## src/pkg/pud_pkg.sv

```systemverilog
package pud_pkg;
    // Register offsets on the plain register port
    localparam logic [2:0] OFS_CTRL = 3'h0;
    localparam logic [2:0] OFS_DTCFG = 3'h1;
    localparam logic [2:0] OFS_CMP = 3'h2;
    localparam logic [2:0] OFS_STAT = 3'h3;
    localparam logic [2:0] OFS_MASK = 3'h4;

    // Update control and event postscale fields
    localparam int CTRL_BUFFER_UPDATE_DISABLE_BIT = 0;
    localparam int CTRL_OVERRIDE_SYNC_EN_BIT = 1;
    localparam int CTRL_IUE_BIT = 2;
    localparam int CTRL_POST_LSB = 8;
    localparam int POST_W = 4;
    localparam logic [15:0] CTRL_MASK = 16'h0f07;
    localparam logic [15:0] CTRL_IUE_MASK = 16'h0004;

    // Dead-time unit configuration fields
    localparam int DT_A_CNT_LSB = 0;
    localparam int DT_A_PS_LSB = 6;
    localparam int DT_B_CNT_LSB = 8;
    localparam int DT_B_PS_LSB = 14;
    localparam int CNT_W = 6;
    localparam int PS_W = 2;

    // Event compare fields
    localparam int TB_W = 15;
    localparam int CMP_DIR_BIT = 15;

    // Interrupt status layout
    localparam int IRQ_W = 4;
    localparam int ST_TRIG_BIT = 0;
    localparam int ST_XFER_BIT = 1;
    localparam int ST_OVR_BIT = 2;
    localparam int ST_DT_BIT = 3;

    // Reset values
    localparam logic [15:0] CTRL_RST = 16'h0000;
    localparam logic [15:0] DTCFG_RST = 16'h0000;
    localparam logic [15:0] CMP_RST = 16'h0000;
    localparam logic [IRQ_W-1:0] STAT_RST = 4'h0;
    localparam logic [IRQ_W-1:0] MASK_RST = 4'h0;

    typedef struct packed {
        logic [2:0] addr;
        logic [15:0] wdata;
        logic wr;
        logic rd;
    } pud_bus_req_t;

    typedef struct packed {
        logic go_active;
        logic go_inactive;
        logic sel_active;
        logic sel_inactive;
    } pud_edge_t;
endpackage

```

## src/core/pud_dead_time.sv

```systemverilog
`timescale 1ns/1ns
`default_nettype none
module pud_dead_time (
    input wire logic clk_in,
    input wire logic resetn_in,
    input wire logic start_in,
    input wire logic [pud_pkg::PS_W-1:0] prescale_in,
    input wire logic [pud_pkg::CNT_W-1:0] count_in,
    output logic busy_out,
    output logic done_out
);
    import pud_pkg::*;

    logic [CNT_W-1:0] remain_q, remain_d;
    logic [2:0] pre_q, pre_d, lim_q, lim_d;
    logic done_q, done_d;

    // Last prescaler value before a dead-time tick
    function automatic logic [2:0] pud_ps_limit(input logic [PS_W-1:0] ps);
        case (ps)
            2'h0: return 3'h0;
            2'h1: return 3'h1;
            2'h2: return 3'h3;
            default: return 3'h7;
        endcase
    endfunction

    // Prescale latched at start so a mid-run write cannot stretch the gap
    always_comb begin
        remain_d = remain_q;
        pre_d = pre_q;
        lim_d = lim_q;
        done_d = 1'b0;
        if (start_in) begin
            lim_d = pud_ps_limit(prescale_in);
            remain_d = count_in;
            pre_d = 3'h0;
        end else if (remain_q != '0) begin
            if (pre_q == lim_q) begin
                pre_d = 3'h0;
                remain_d = remain_q - 6'h01;
                done_d = (remain_q == 6'h01);
            end else begin
                pre_d = pre_q + 3'h1;
            end
        end
    end

    always_ff @(posedge clk_in or negedge resetn_in) begin
        if (!resetn_in) begin
            remain_q <= '0;
            pre_q <= 3'h0;
            lim_q <= 3'h0;
            done_q <= 1'b0;
        end else begin
            remain_q <= remain_d;
            pre_q <= pre_d;
            lim_q <= lim_d;
            done_q <= done_d;
        end
    end

    assign busy_out = (remain_q != '0);
    assign done_out = done_q;

    // Helper: busy length against count times period
    logic [9:0] hlp_cnt_q, hlp_exp_q;
    always_ff @(posedge clk_in or negedge resetn_in) begin
        if (!resetn_in) begin
            hlp_cnt_q <= 10'h000;
            hlp_exp_q <= 10'h000;
        end else if (start_in) begin
            hlp_cnt_q <= 10'h000;
            hlp_exp_q <= 10'(count_in) << prescale_in;
        end else if (busy_out) begin
            hlp_cnt_q <= hlp_cnt_q + 10'h001;
        end
    end

    dt_length_a: assert property (@(posedge clk_in) disable iff (!resetn_in)
        done_out |-> hlp_cnt_q == hlp_exp_q)
        else $error("dead time length wrong");
    dt_zero_a: assert property (@(posedge clk_in) disable iff (!resetn_in)
        (start_in && count_in == 6'h00) |=> !busy_out)
        else $error("zero dead time went busy");
endmodule
`default_nettype wire

```

## src/core/pud_top.sv

```systemverilog
// The implementer's own choices: the register addresses and the strobed register port.
`timescale 1ns/1ns
`default_nettype none
// How it works
// - Special events are divided by postscale code plus one.
// - Immediate-update bit set applies duty writes at once, else at time base.
// - Without immediate-update support the bit reads zero and updates stay synced.
// - Unit B prescale codes give 1, 2, 4 or 8 cycle periods.
// - Unit B dead time is its 6-bit count times its period.
// - Unit A prescale codes give 1, 2, 4 or 8 cycle periods.
// - Unit A dead time is its 6-bit count times its period.
// - Per edge select bit picks unit B when set, unit A when clear.
// - Event when time base count and direction match compare value.
module pud_top #(
    parameter bit IUE_PRESENT = 1'b1
) (
    input wire logic clk_in,
    input wire logic resetn_in,
    input wire pud_pkg::pud_bus_req_t bus_in,
    output logic [15:0] rdata_out,
    input wire logic [pud_pkg::TB_W-1:0] tb_count_in,
    input wire logic tb_down_in,
    input wire logic tb_sync_in,
    input wire logic [15:0] duty_buf_in,
    input wire logic duty_wr_in,
    input wire logic [pud_pkg::TB_W-1:0] period_buf_in,
    input wire logic [7:0] override_in,
    input wire logic override_wr_in,
    input wire pud_pkg::pud_edge_t edge_in,
    output logic [15:0] duty_active_out,
    output logic [pud_pkg::TB_W-1:0] period_active_out,
    output logic [7:0] override_out,
    output logic event_trig_out,
    output logic dead_busy_out,
    output logic dead_done_out,
    output logic irq_out
);
    import pud_pkg::*;

    // Write hit for one register offset
    function automatic logic pud_wr_hit(input pud_bus_req_t b, input logic [2:0] ofs);
        return b.wr && (b.addr == ofs);
    endfunction

    logic [15:0] ctrl_q, ctrl_d, dtcfg_q, dtcfg_d, cmp_q, cmp_d;
    logic [15:0] rdata_q, rdata_d, ctrl_wmask;
    logic [IRQ_W-1:0] stat_q, stat_d, mask_q, mask_d, stat_set, stat_clr;
    logic buffer_update_disable, override_sync_en, iue_eff;
    logic [POST_W-1:0] post_sel;
    logic match, ev;
    logic match_q, match_d, trig_q, trig_d;
    logic [POST_W-1:0] post_q, post_d;
    logic [15:0] duty_q, duty_d;
    logic [TB_W-1:0] period_q, period_d;
    logic [7:0] ovr_q, ovr_d, hold_q, hold_d;
    logic pend_q, pend_d, xfer, ovr_ev;
    logic start_a, start_b, busy_a, busy_b, done_a, done_b;

    // Field views of the control register
    assign buffer_update_disable = ctrl_q[CTRL_BUFFER_UPDATE_DISABLE_BIT];
    assign override_sync_en = ctrl_q[CTRL_OVERRIDE_SYNC_EN_BIT];
    assign iue_eff = IUE_PRESENT && ctrl_q[CTRL_IUE_BIT];
    assign post_sel = ctrl_q[CTRL_POST_LSB +: POST_W];

    // Register file next state
    always_comb begin
        ctrl_wmask = IUE_PRESENT ? CTRL_MASK : (CTRL_MASK & ~CTRL_IUE_MASK);
        ctrl_d = ctrl_q;
        dtcfg_d = dtcfg_q;
        cmp_d = cmp_q;
        mask_d = mask_q;
        stat_clr = '0;
        if (pud_wr_hit(bus_in, OFS_CTRL)) begin
            ctrl_d = bus_in.wdata & ctrl_wmask;
        end
        if (pud_wr_hit(bus_in, OFS_DTCFG)) begin
            dtcfg_d = bus_in.wdata;
        end
        if (pud_wr_hit(bus_in, OFS_CMP)) begin
            cmp_d = bus_in.wdata;
        end
        if (pud_wr_hit(bus_in, OFS_MASK)) begin
            mask_d = bus_in.wdata[IRQ_W-1:0];
        end
        if (pud_wr_hit(bus_in, OFS_STAT)) begin
            stat_clr = bus_in.wdata[IRQ_W-1:0];
        end
        // Set beats a same-cycle clear so no event is lost
        stat_d = (stat_q & ~stat_clr) | stat_set;
        rdata_d = 16'h0000;
        if (bus_in.rd) begin
            case (bus_in.addr)
                OFS_CTRL: rdata_d = ctrl_q;
                OFS_DTCFG: rdata_d = dtcfg_q;
                OFS_CMP: rdata_d = cmp_q;
                OFS_STAT: rdata_d = 16'(stat_q);
                OFS_MASK: rdata_d = 16'(mask_q);
                default: rdata_d = 16'h0000;
            endcase
        end
    end

    always_ff @(posedge clk_in or negedge resetn_in) begin
        if (!resetn_in) begin
            ctrl_q <= CTRL_RST;
            dtcfg_q <= DTCFG_RST;
            cmp_q <= CMP_RST;
            stat_q <= STAT_RST;
            mask_q <= MASK_RST;
            rdata_q <= 16'h0000;
        end else begin
            ctrl_q <= ctrl_d;
            dtcfg_q <= dtcfg_d;
            cmp_q <= cmp_d;
            stat_q <= stat_d;
            mask_q <= mask_d;
            rdata_q <= rdata_d;
        end
    end

    assign match = (tb_count_in == cmp_q[TB_W-1:0]) && (tb_down_in == cmp_q[CMP_DIR_BIT]);
    // Only the first matching cycle counts, a parked time base fires once
    assign ev = match && !match_q;

    // Postscaler next state
    always_comb begin
        match_d = match;
        post_d = post_q;
        trig_d = 1'b0;
        if (ev) begin
            if (post_q >= post_sel) begin
                post_d = '0;
                trig_d = 1'b1;
            end else begin
                post_d = post_q + 4'h1;
            end
        end
    end

    always_ff @(posedge clk_in or negedge resetn_in) begin
        if (!resetn_in) begin
            match_q <= 1'b0;
            post_q <= '0;
            trig_q <= 1'b0;
        end else begin
            match_q <= match_d;
            post_q <= post_d;
            trig_q <= trig_d;
        end
    end

    // Duty, period and override transfers
    always_comb begin
        duty_d = duty_q;
        period_d = period_q;
        ovr_d = ovr_q;
        hold_d = hold_q;
        pend_d = pend_q;
        xfer = 1'b0;
        ovr_ev = 1'b0;
        if (!buffer_update_disable) begin
            // Period moves at the time base even beside an immediate duty write
            if (tb_sync_in) begin
                duty_d = duty_buf_in;
                period_d = period_buf_in;
                xfer = 1'b1;
            end
            if (duty_wr_in && iue_eff) begin
                duty_d = duty_buf_in;
                xfer = 1'b1;
            end
        end
        if (override_wr_in) begin
            hold_d = override_in;
            pend_d = 1'b1;
        end
        if (override_wr_in && !override_sync_en) begin
            ovr_d = override_in;
            pend_d = 1'b0;
            ovr_ev = 1'b1;
        end else if (override_sync_en && tb_sync_in && (pend_q || override_wr_in)) begin
            ovr_d = override_wr_in ? override_in : hold_q;
            pend_d = 1'b0;
            ovr_ev = 1'b1;
        end else if (!override_sync_en && pend_q) begin
            ovr_d = hold_q;
            pend_d = 1'b0;
            ovr_ev = 1'b1;
        end
    end

    always_ff @(posedge clk_in or negedge resetn_in) begin
        if (!resetn_in) begin
            duty_q <= 16'h0000;
            period_q <= '0;
            ovr_q <= 8'h00;
            hold_q <= 8'h00;
            pend_q <= 1'b0;
        end else begin
            duty_q <= duty_d;
            period_q <= period_d;
            ovr_q <= ovr_d;
            hold_q <= hold_d;
            pend_q <= pend_d;
        end
    end

    assign start_a = (edge_in.go_active && !edge_in.sel_active) ||
                     (edge_in.go_inactive && !edge_in.sel_inactive);
    assign start_b = (edge_in.go_active && edge_in.sel_active) ||
                     (edge_in.go_inactive && edge_in.sel_inactive);

    pud_dead_time u_dt_a (
        .clk_in(clk_in),
        .resetn_in(resetn_in),
        .start_in(start_a),
        .prescale_in(dtcfg_q[DT_A_PS_LSB +: PS_W]),
        .count_in(dtcfg_q[DT_A_CNT_LSB +: CNT_W]),
        .busy_out(busy_a),
        .done_out(done_a)
    );

    pud_dead_time u_dt_b (
        .clk_in(clk_in),
        .resetn_in(resetn_in),
        .start_in(start_b),
        .prescale_in(dtcfg_q[DT_B_PS_LSB +: PS_W]),
        .count_in(dtcfg_q[DT_B_CNT_LSB +: CNT_W]),
        .busy_out(busy_b),
        .done_out(done_b)
    );

    // Interrupt sources, one bit each
    always_comb begin
        stat_set = '0;
        stat_set[ST_TRIG_BIT] = trig_d;
        stat_set[ST_XFER_BIT] = xfer;
        stat_set[ST_OVR_BIT] = ovr_ev;
        stat_set[ST_DT_BIT] = done_a || done_b;
    end

    // Outputs
    assign rdata_out = rdata_q;
    assign duty_active_out = duty_q;
    assign period_active_out = period_q;
    assign override_out = ovr_q;
    assign event_trig_out = trig_q;
    assign dead_busy_out = busy_a || busy_b;
    assign dead_done_out = done_a || done_b;
    assign irq_out = |(stat_q & mask_q);

    post_pass_a: assert property (@(posedge clk_in) disable iff (!resetn_in)
        (ev && post_q >= post_sel) |=> event_trig_out && post_q == 4'h0)
        else $error("postscaler failed to pass event");
    post_block_a: assert property (@(posedge clk_in) disable iff (!resetn_in)
        (ev && post_q < post_sel) |=> !event_trig_out && post_q == $past(post_q) + 4'h1)
        else $error("postscaler passed early");
    duty_imm_a: assert property (@(posedge clk_in) disable iff (!resetn_in)
        (duty_wr_in && iue_eff && !buffer_update_disable) |=> duty_active_out == $past(duty_buf_in))
        else $error("immediate duty not applied");
    duty_hold_a: assert property (@(posedge clk_in) disable iff (!resetn_in)
        (!tb_sync_in && !(duty_wr_in && iue_eff)) |=> $stable(duty_active_out))
        else $error("duty changed off sync");
    iue_absent_a: assert property (@(posedge clk_in) disable iff (!resetn_in)
        (bus_in.rd && bus_in.addr == OFS_CTRL && !IUE_PRESENT) |=> !rdata_out[CTRL_IUE_BIT])
        else $error("absent update bit read as one");
    ovr_next_a: assert property (@(posedge clk_in) disable iff (!resetn_in)
        (override_wr_in && !override_sync_en) |=> override_out == $past(override_in))
        else $error("override not applied next cycle");
    ovr_wait_a: assert property (@(posedge clk_in) disable iff (!resetn_in)
        (override_sync_en && !tb_sync_in) |=> $stable(override_out))
        else $error("synced override applied early");
    buffer_update_disable_hold_a: assert property (@(posedge clk_in) disable iff (!resetn_in)
        buffer_update_disable |=> $stable(duty_active_out) && $stable(period_active_out))
        else $error("transfer while updates disabled");
    event_once_a: assert property (@(posedge clk_in) disable iff (!resetn_in)
        (match && !match_q && post_sel == 4'h0) |=> event_trig_out ##1 !event_trig_out)
        else $error("event trigger wrong");
    rsv_zero_a: assert property (@(posedge clk_in) disable iff (!resetn_in)
        (bus_in.rd && bus_in.addr == OFS_CTRL) |=> (rdata_out & ~CTRL_MASK) == 16'h0000)
        else $error("reserved bits read nonzero");
    sync_xfer_a: assert property (@(posedge clk_in) disable iff (!resetn_in)
        (tb_sync_in && !buffer_update_disable) |=> period_active_out == $past(period_buf_in))
        else $error("period not moved at time base");
    ovr_sync_a: assert property (@(posedge clk_in) disable iff (!resetn_in)
        (override_sync_en && tb_sync_in && pend_q && !override_wr_in) |=> override_out == $past(hold_q))
        else $error("held override not applied at time base");
    unit_a_sel_a: assert property (@(posedge clk_in) disable iff (!resetn_in)
        (((edge_in.go_active && !edge_in.sel_active) ||
          (edge_in.go_inactive && !edge_in.sel_inactive)) &&
         dtcfg_q[DT_A_CNT_LSB +: CNT_W] != 6'h00) |=> busy_a)
        else $error("unit A not started on its edge");
    unit_b_sel_a: assert property (@(posedge clk_in) disable iff (!resetn_in)
        (((edge_in.go_active && edge_in.sel_active) ||
          (edge_in.go_inactive && edge_in.sel_inactive)) &&
         dtcfg_q[DT_B_CNT_LSB +: CNT_W] != 6'h00) |=> busy_b)
        else $error("unit B not started on its edge");
endmodule
`default_nettype wire

```

## config.mk

```make
export PLATFORM = sky130hd
export DESIGN_NAME = pud_top
export DESIGN_NICKNAME = d
export VERILOG_FILES = /design/src/pkg/pud_pkg.sv /design/src/core/pud_dead_time.sv /design/src/core/pud_top.sv
export SDC_FILE = /design/constraint.sdc
export NUM_CORES = 1
export LEC_CHECK = 0
export ABC_AREA = 1
export BUFFER_PORTS_ARGS = -buffer_cell sky130_fd_sc_hd__buf_2
export CORE_MARGIN = 1
export CORE_UTILIZATION = 25
export CTS_CLUSTER_SIZE = 40
export DETAILED_ROUTE_END_ITERATION = 8
export GPL_TIMING_DRIVEN = 0
export HOLD_SLACK_MARGIN = 0.1
export PLACE_DENSITY_LB_ADDON = 0.1
export SLEW_MARGIN = 20
export SYNTH_ARGS = -nofsm -noshare
export SYNTH_HDL_FRONTEND = slang
export SYNTH_SLANG_ARGS = --single-unit
```

## constraint.sdc

```tcl
create_clock -name clk_in -period 1.66 [get_ports clk_in]
set_input_delay 0.249 -clock clk_in [delete_from_list [all_inputs] [get_ports clk_in]]
set_output_delay 0.249 -clock clk_in [all_outputs]
set_load 0.03 [all_outputs]
```

Word level (Yosys, flattened, before mapping):

Cells that the tools add are included.

* reduce and logical (&&, ||, !) cells: 42
* muxes and demuxes: 42
* eq/ne operators: 14
* order comparisons: 1
* bitwise logic cells: 5
* add/subtract/negate cells: 5

Operator list (number)
* one-hot mux 16 bit (5 select lines): 1
* 2-to-1 mux 16 bit: 3
* 2-to-1 mux 6 bit: 6
* 2-to-1 mux 8 bit: 4
* 2-to-1 mux 1 bit: 18
* 2-to-1 mux 3 bit: 6
* one-hot mux 3 bit (3 select lines): 2
* logical AND 1 bit: 16
* == test 15 bit: 1
* == test 6 x 1 -> 1 bit, second input constant: 2
* nonzero test 6 bit: 2
* subtractor 6 x 1 -> 6 bit, second input constant: 2
* nonzero test 2 bit: 5
* AND 4 bit: 2
* 2-to-1 mux 4 bit: 2
* AND reduction 2 bit: 4
* adder 3 x 1 -> 3 bit, second input constant: 2
* == test 3 x 2 -> 1 bit, second input constant: 2
* == test 3 bit: 2
* logical OR 1 bit: 5
* adder 4 x 1 -> 4 bit, second input constant: 1
* == test 2 x 1 -> 1 bit, second input constant: 2
* == test 2 bit, second input constant: 2
* greater-or-equal comparator 4 bit: 1
* other kinds (12): 16

* bits of input ports: 85
* flip-flop bits (word level): 143
* word-level logic and storage cells: 131
* output and inout bits: 59

Depth between registers and ports, before layout:

Gate-level depths: netlist of run 1.

* word-level depth: 6
* depth in mapped cells: 10
* mapped depth without buffers: 10

Cells and area by module:

Synthesis of run 1 repeated with hierarchy kept, for this count alone.

* cells, all modules: 839
* area, all modules: 6971.7 um2

Modules (own cells, without submodules)
* pud_top: cells each 617, instances 1, area each 5310.1 um2
* pud_dead_time at u_dt_a: cells each 112, instances 1, area each 839.6 um2
* pud_dead_time at u_dt_b: cells each 110, instances 1, area each 822.0 um2

Least setup slack after synthesis of run 1:

Ideal clock, no wire load.

* path kind: register to register
* start: reg u_dt_b.remain_q[0]
* end: reg u_dt_b.remain_q[0]
* arrival time: 1.286 ns
* slack: 0.253 ns
* path buffers: 1
* data required time: 1.539 ns
* clock period less this slack: 1.407 ns
* cell stages (with the launch flop): 11
* cell sequence: dfrtp_1 > inv_1 > ha_1 > nand2_2 > nor2_4 > nand2_2 > nand2_4 > inv_2 > buf_6 > nand2_1 > o21ai_2

* longest elaborated chain between the ends: 4
* elaborated cells on any way between the ends: 7

Ends and longest elaborated chain
* start, declared: RTL line pud_dead_time.sv:14 `logic [CNT_W-1:0] remain_q, remain_d;`
* start signal, assigned: RTL line pud_dead_time.sv:56 `remain_q <= remain_d;`
* subtractor 6 x 1 -> 6 bit: RTL line pud_dead_time.sv:41 `remain_d = remain_q - 6'h01;`
* 2-to-1 mux 6 bit: RTL line pud_dead_time.sv:39 `if (pre_q == lim_q) begin`
* 2-to-1 mux 6 bit: RTL line pud_dead_time.sv:38 `end else if (remain_q != '0) begin`
* 2-to-1 mux 6 bit: RTL line pud_dead_time.sv:34 `if (start_in) begin`

Parallel ways exist; a longest one is shown, timed or not. The select of a mux whose other input is x is not followed.
A chain may end at the register's enable or synchronous reset.

Final worst setup path of run 1:

* start: reg u_dt_b.remain_q[0]
* end: out dead_busy_out

* longest elaborated chain between the ends: 2

Ends and longest elaborated chain
* nonzero test 6 bit: RTL line pud_dead_time.sv:63 `assign busy_out = (remain_q != '0);`
* logical OR 1 bit: RTL line pud_top.sv:248 `assign dead_busy_out = busy_a || busy_b;`
* end, declared: RTL line pud_top.sv:34 `output logic dead_busy_out,`

Every way passes these cells.

==> metrics.yaml, run 1 <==
violations: "setup timing"
synth_cell_types: 37
finClkSkew_ns: 0.01332
initial_core_util_pct: 25.57
slew_viol_final: 0
grt_use_total_pct: 14.87
antenna_left: 0
cap_violations: 0
synth_compound_area_share_pct: 10.79
insertion_delay_ns: 0.43
antenna_found_initial: 2
syn_area_um2: 6910
cp_num_buf_inv: 2
yosysWarnings: 0
critical_path_class: "flop to primary output"
cts.sink_count: 143
synth_edf_count: 0
synth.net_count: 915
rsz0062_at_grt: "yes"
dpl_cell_area_um2: 8085
layout_setup_ws_ns: -0.002158
cts_tree: "yes"
dr.pass1.iters: 4
synthMuxAreaShare_pct: 3.096
slew_headroom_pct: 60.47
cts_buffer_depth: 2
worstSetupEndpointType: "primary output"
synth_top_family_by_area: "simple AND/OR/NAND/NOR gates"
coreArea_um2: 27030
min_period_ns: 1.662
dieArea_um2: 28310
rrSetupSlack_ns: 0.11
arrival_ns: 1.41
clk_pin_slew_ns: 0.06
max_freq_mhz: 601.6
drc: 0
cp_data_required_time_ns: 1.41
async_flop_share_pct: 100.0
postSynthAreaPerCell_um2: 8.458
synthesis.instances: 817
fin_area_um2: 9269
grt_pass1_wl_um: 32140
vias: 5954
place_inst: 1301
gp_congestion: 0.7975
dr.first_iter.drc_count: 288
ys_seq_area_share_pct: 51.78
synth-main-ff-cell: "dfrtp_1"
synthAdderAreaFrac_pct: 2.354
num_io_pins: 144
final_nets: 1134
hold_violations: 0
avgViaCountPerCell: 4.280
port_buffers: 142
num_rows: 60
drive_gt1_share_pct: 25.74
grt_pass1_vias: 5713
dpl.hpwl_um: 14490
grt_max_degree: 81
slowest_stage: "dfrtp_1"
synth-simple-area-share_pct: 22.36
powerDensity_nw_per_um2: 1331
critical_path.cell_chain: "inv_2 -> ha_4 -> nand2_4 -> nor2_4 -> nand2_2 -> buf_6"
cellLeakagePower_nw: 4.793
synthToLayoutAreaGrowth_pct: 34.13
max_slew.worst_pin.slew_ns: 0.5929
start_kind: "flop"
cts_root_buf: "clkbuf_16"
drt-total-wl_um: 20070
grt_remaining_overflow: 0
min_path_type: "input port to flop"
critPathTopFamily: "flip-flops"
synth_xor_area_share_pct: 1.648
fp.dieH_um: 168.3
fin_util_pct: 34.30
setup_violations: 1
cts.htree.levels: 4
cts_buffers: 17
ys_ff_latch: 143
ir_drop_mv: 0.6830
layout.cells.non_filler: 1391
status: "complete, but fails checks"
period_share_pct: 100.1
n_fill_cell: 2895
critPathMaxStageDelay_ns: 0.39
final_cell_mix: "nand2_1, buf_2, dfrtp_1"
post_drt_wl_per_cell_um: 14.43
layout_commonest_cell: "nand2_1"
crit_fanout: 2
die_w_um: 168.3
repair_timing:
item / 4_1_cts / 5_1_grt
pin swaps: 4 / 1
resized for setup: 15 / 11
endpoints found under the hold margin: 115 / 0
setup buffers: 10 / 0
endpoints found under the setup margin: 2 / 13
hold buffers: 47 / 0
synth_stat cells (7+ instances only):
| library cell | instances | area share (%) |
|---|---|---|
| nand2_1 | 259 | 14 |
| a21oi_1 | 22 | 1.6 |
| nand4_1 | 7 | 0.63 |
| mux2_4 | 9 | 2.0 |
| nor2_1 | 41 | 2.2 |
| nand3_1 | 29 | 2.1 |
| mux2_2 | 7 | 1.1 |
| buf_2 | 11 | 0.80 |
| inv_1 | 101 | 5.5 |
| o22ai_1 | 7 | 0.63 |
| xnor2_1 | 8 | 1.0 |
| o21ai_0 | 78 | 5.6 |
| o21ai_1 | 12 | 0.87 |
| dfrtp_1 | 143 | 52 |
| inv_2 | 11 | 0.60 |
| nor3_1 | 7 | 0.51 |
| ha_1 | 13 | 2.4 |
cells by family (layout without fill, tap and decap cells):
group,Yosys count,after routing
other,0,1
muxes,16,16
and+or+nand+nor,366,366
adders and majority gates,13,13
AOI/OAI and AO/OA,134,134
xor gates and xnor gates,13,13
buffers and inverters,132,364
DFF,143,143
per-layer routing:
layer	wire length (um)	vias to the layer above	global-route usage [%]
li1	-	3044	-
met1	9564	2804	20.32
met2	9563	92	23.76
met3	731	14	3.126
met4	207	0	3.953
met5	0	-	0
flip-flops by register name, summed over array words and instances (netlist names), 6 cells and up:
register	cells
rdata_out	16
ctrl_q	7
u_dt_a.remain_q	6
override_out	8
duty_active_out	16
hold_q	8
u_dt_b.remain_q	6
cmp_q	16
period_active_out	15
dtcfg_q	16
layout make-up:
class | instances | area, um2 | share of cell area, %
Sequential cell | 143 | 3578 | 38.61
Multi-Input combinational cell | 542 | 2849 | 30.74
Tap cell | 341 | 426.7 | 4.603
Clock inverter | 13 | 126.4 | 1.363
Antenna cell | 1 | 2.502 | 0.02700
Inverter | 113 | 426.7 | 4.603
Buffer | 19 | 123.9 | 1.336
Timing Repair Buffer | 200 | 1303 | 14.05
Clock buffer | 19 | 432.9 | 4.671
stage by stage:
step / worst slack [ns] / power (mW) / hold slack, ns / TNS (ns)
2_1_floorplan: 0.2530 / 7.208 / -0.04659 / 0
3_3_place_gp: -2.120 / 8.305 / 0.4508 / -300.20
4_1_cts: -0.04027 / 12.48 / 0.1007 / -0.04027
5_1_grt: -0.05459 / 13.18 / 0.1122 / -0.05459
6_report: -0.002158 / 12.34 / 0.1195 / -0.002158
3_5_place_dp: 0.01802 / 8.320 / 0.2487 / 0
tightest hold or removal path, stage by stage:
cell and delay [ns]:
buf_2 0.11, inv_1 0.06, o21ai_0 0.08
report_power, final:
group / switching, mW / leakage (nW) / internal (mW) / total, mW
Sequential: 0.519 / 1.80 / 4.17 / 4.69
Clock: 1.61 / 0.267 / 2.09 / 3.70
Combinational: 2.40 / 2.73 / 1.54 / 3.94
Total: 4.53 / 4.79 / 7.81 / 12.3
path summary, 6_finish.rpt:
| kind | start | endpoint | depth (start not counted) |
|---|---|---|---|
| setup / recovery | u_dt_b.remain_q[0] | dead_busy_out | 6 |
| hold / removal | bus_in[14] | dtcfg_q[12] | 3 |
| setup reg to reg | u_dt_b.remain_q[0] | u_dt_b.remain_q[1] | 11 |
| hold reg to reg | period_active_out[3] | period_active_out[3] | 2 |
| max in group asynchronous | resetn_in | mask_q[1] | 3 |
| min in group asynchronous | resetn_in | rdata_out[4] | 2 |
Power figures use the tool's default switching activity.
==> run 2, diff against run 1 <==
clock period = 1.8 ns   (was 1.66 ns; I/O delays follow)
==> run 2 against run 1 <==
The flow now finishes without violations. Die area unchanged. Via count decreased by 0.99%. Worst hold slack improved by 0.011 ns. Critical path type unchanged. Critical endpoint unchanged.
==> metrics.yaml, run 2 (synthesis gave the netlist of run 1 again) <==
status: "finished, final reports clean"
seqPwrFrac_pct: 38.5  # +0.5 points
fp.dieH_um: 168.3  # unchanged
cts.htree.levels: 4  # unchanged
place_inst: 1301  # unchanged
die_w_um: 168.3  # unchanged
num_rows: 60  # unchanged
antenna_found_initial: 2  # unchanged
layout.cells.non_filler: 1383  # -0.58%
slew_headroom_pct: 60.91  # +0.44 points
insertion_delay_ns: 0.42  # about the same
initial_core_util_pct: 25.57  # unchanged
crit_fanout: 5  # +3
design_power_total_mw: 11.24  # -8.9%
setup-tns-final_ns: 0  # +0.002158 ns
cellLeakagePower_nw: 4.750  # -0.91%
powerDensity_nw_per_um2: 1229  # -7.6%
cts_tree: "yes"
final_cell_mix: "nand2_1, buf_2, dfrtp_1"
avgViaCountPerCell: 4.262  # -0.42%
cts.sink_count: 143  # unchanged
finClkSkew_ns: 0.01226  # -0.001066 ns
cts_buffer_depth: 2  # unchanged
gp_congestion: 0.7975  # unchanged
layout_commonest_cell: "nand2_1"
max_freq_mhz: 584.9
cp_common_cell: "inv_2"
top_layer: "met4"
dieArea_um2: 28310  # unchanged
antenna_left: 0  # unchanged
grt_remaining_overflow: 0  # unchanged
min_period_ns: 1.710
critical_path.cell_chain: "inv_2 -> ha_4 -> nand3_2 -> inv_2 -> nand2_2 -> buf_6"
start_kind: "flop"
cp_num_buf_inv: 3  # +1
post_drt_wl_per_cell_um: 14.46  # +0.26%
rsz0062_at_grt: "no"
worstSetupEndpointType: "primary output"
min_path_type: "input port to flop"
critPathMaxStageDelay_ns: 0.39  # about the same
hold_violations: 0  # unchanged
final_nets: 1126  # -0.71%
dr.pass1.iters: 5  # +1
slew_viol_final: 0  # unchanged
critPathTopFamily: "flip-flops"
clk_pin_slew_ns: 0.06  # about the same
drt-total-wl_um: 20000  # -0.31%
slowest_stage: "dfrtp_1"
grt_pass1_vias: 5696  # -0.30%
grt_use_total_pct: 14.80  # -0.076 points
swShare_pct: 36.60  # -0.11 points
cap_violations: 0  # unchanged
period_share_pct: 94.98
port_buffers: 142  # unchanged
cts_buffers: 17  # unchanged
dr.first_iter.drc_count: 303  # +5.2%
setup_violations: 0  # -1
vias: 5895  # -0.99%
wl_met2_um: 9510  # -0.55%
dpl.hpwl_um: 14490  # unchanged
p_clk_share_pct: 30.4  # +0.4 points
ir_drop_mv: 0.6175  # -9.6%
grt_max_degree: 81  # unchanged
cts_root_buf: "clkbuf_16"
coreArea_um2: 27030  # unchanged
max_slew.worst_pin.slew_ns: 0.5863  # -0.006549 ns
comb_power_share_pct: 31.1  # -0.8 points
num_io_pins: 144  # unchanged
wl_met1_um: 9684  # +1.3%
critical_path_class: "flop to primary output"
cp_data_required_time_ns: 1.53  # +0.12 ns
drive_gt1_share_pct: 25.17  # -0.57 points
grt_pass1_wl_um: 31970  # -0.54%
drc: 0  # unchanged
internal_power_mw: 7.128  # -8.7%
route.met3.wl_um: 606  # -17%
p_sw_mw: 4.115  # -9.1%
synthToLayoutAreaGrowth_pct: 32.36
arrival_ns: 1.44  # +0.03 ns
-- run 2: per-layer routing --
layer  vias up  track usage (%)
li1       3030                -
met1      2772            20.26
met3        13            3.079
met2        80            23.62
met5         -                0
met4         0            3.913
-- run 2: tightest hold or removal path, cell delays in order --
cell and delay (ns):
buf_2 0.09, inv_1 0.06, o21ai_0 0.08
-- run 2: repair_timing --
item	CTS	global route
setup buffers	6	2
hold endpoints to repair	103	0
endpoints found under the setup margin	1	1
resized for setup	7	6
hold buffers	41	0
pin swaps	1	1
-- run 2: area by class of cell --
cell class | count | area [um2]
sequential | 143 | 3578
fill | 2907 | 17880
buffer | 19 | 123.9
antenna | 1 | 2.502
multi-input combinational | 542 | 2804
clock inverter | 13 | 126.4
inverter | 113 | 426.7
timing repair buffer | 192 | 1225
tap | 341 | 426.7
clock buffer | 19 | 432.9
-- run 2: metrics by stage --
stage | utilization [%] | setup WS [ns] | instance area [um2] | hold slack [ns]
floorplan | - | 0.3930 | 6910 | -0.02559
global placement | 29.78 | -2.001 | 8048 | 0.4522
detailed placement | 29.92 | 0.1580 | 8085 | 0.2697
CTS | 33.70 | 0.004526 | 9107 | 0.1040
global route | 33.83 | 0.01615 | 9144 | 0.1332
finish | 33.84 | 0.09035 | 9146 | 0.1301
-- run 2: worst paths after layout --
check                                          start                    to  slack [ns]  depth (start not counted)
worst max-delay path              u_dt_a.remain_q[0]         dead_busy_out        0.09                          6
worst min-delay path                       bus_in[6]              cmp_q[4]        0.13                          3
worst max register to register              cmp_q[7]             post_q[0]        0.23                          7
worst min register to register  period_active_out[3]  period_active_out[3]        0.46                          2
max in group asynchronous                  resetn_in                pend_q        0.60                          3
min in group asynchronous                  resetn_in          rdata_out[4]        0.39                          2
-- run 2: power by group through the flow --
stage | sequential [mW] | combinational, mW | clock, mW
after floorplan | 4.72 | 1.93 | 0
after global placement | 4.38 | 3.28 | 0
after detailed placement | 4.37 | 3.30 | 0
after CTS | 4.33 | 3.50 | 3.55
after global routing | 4.43 | 3.92 | 3.67
final | 4.33 | 3.50 | 3.42
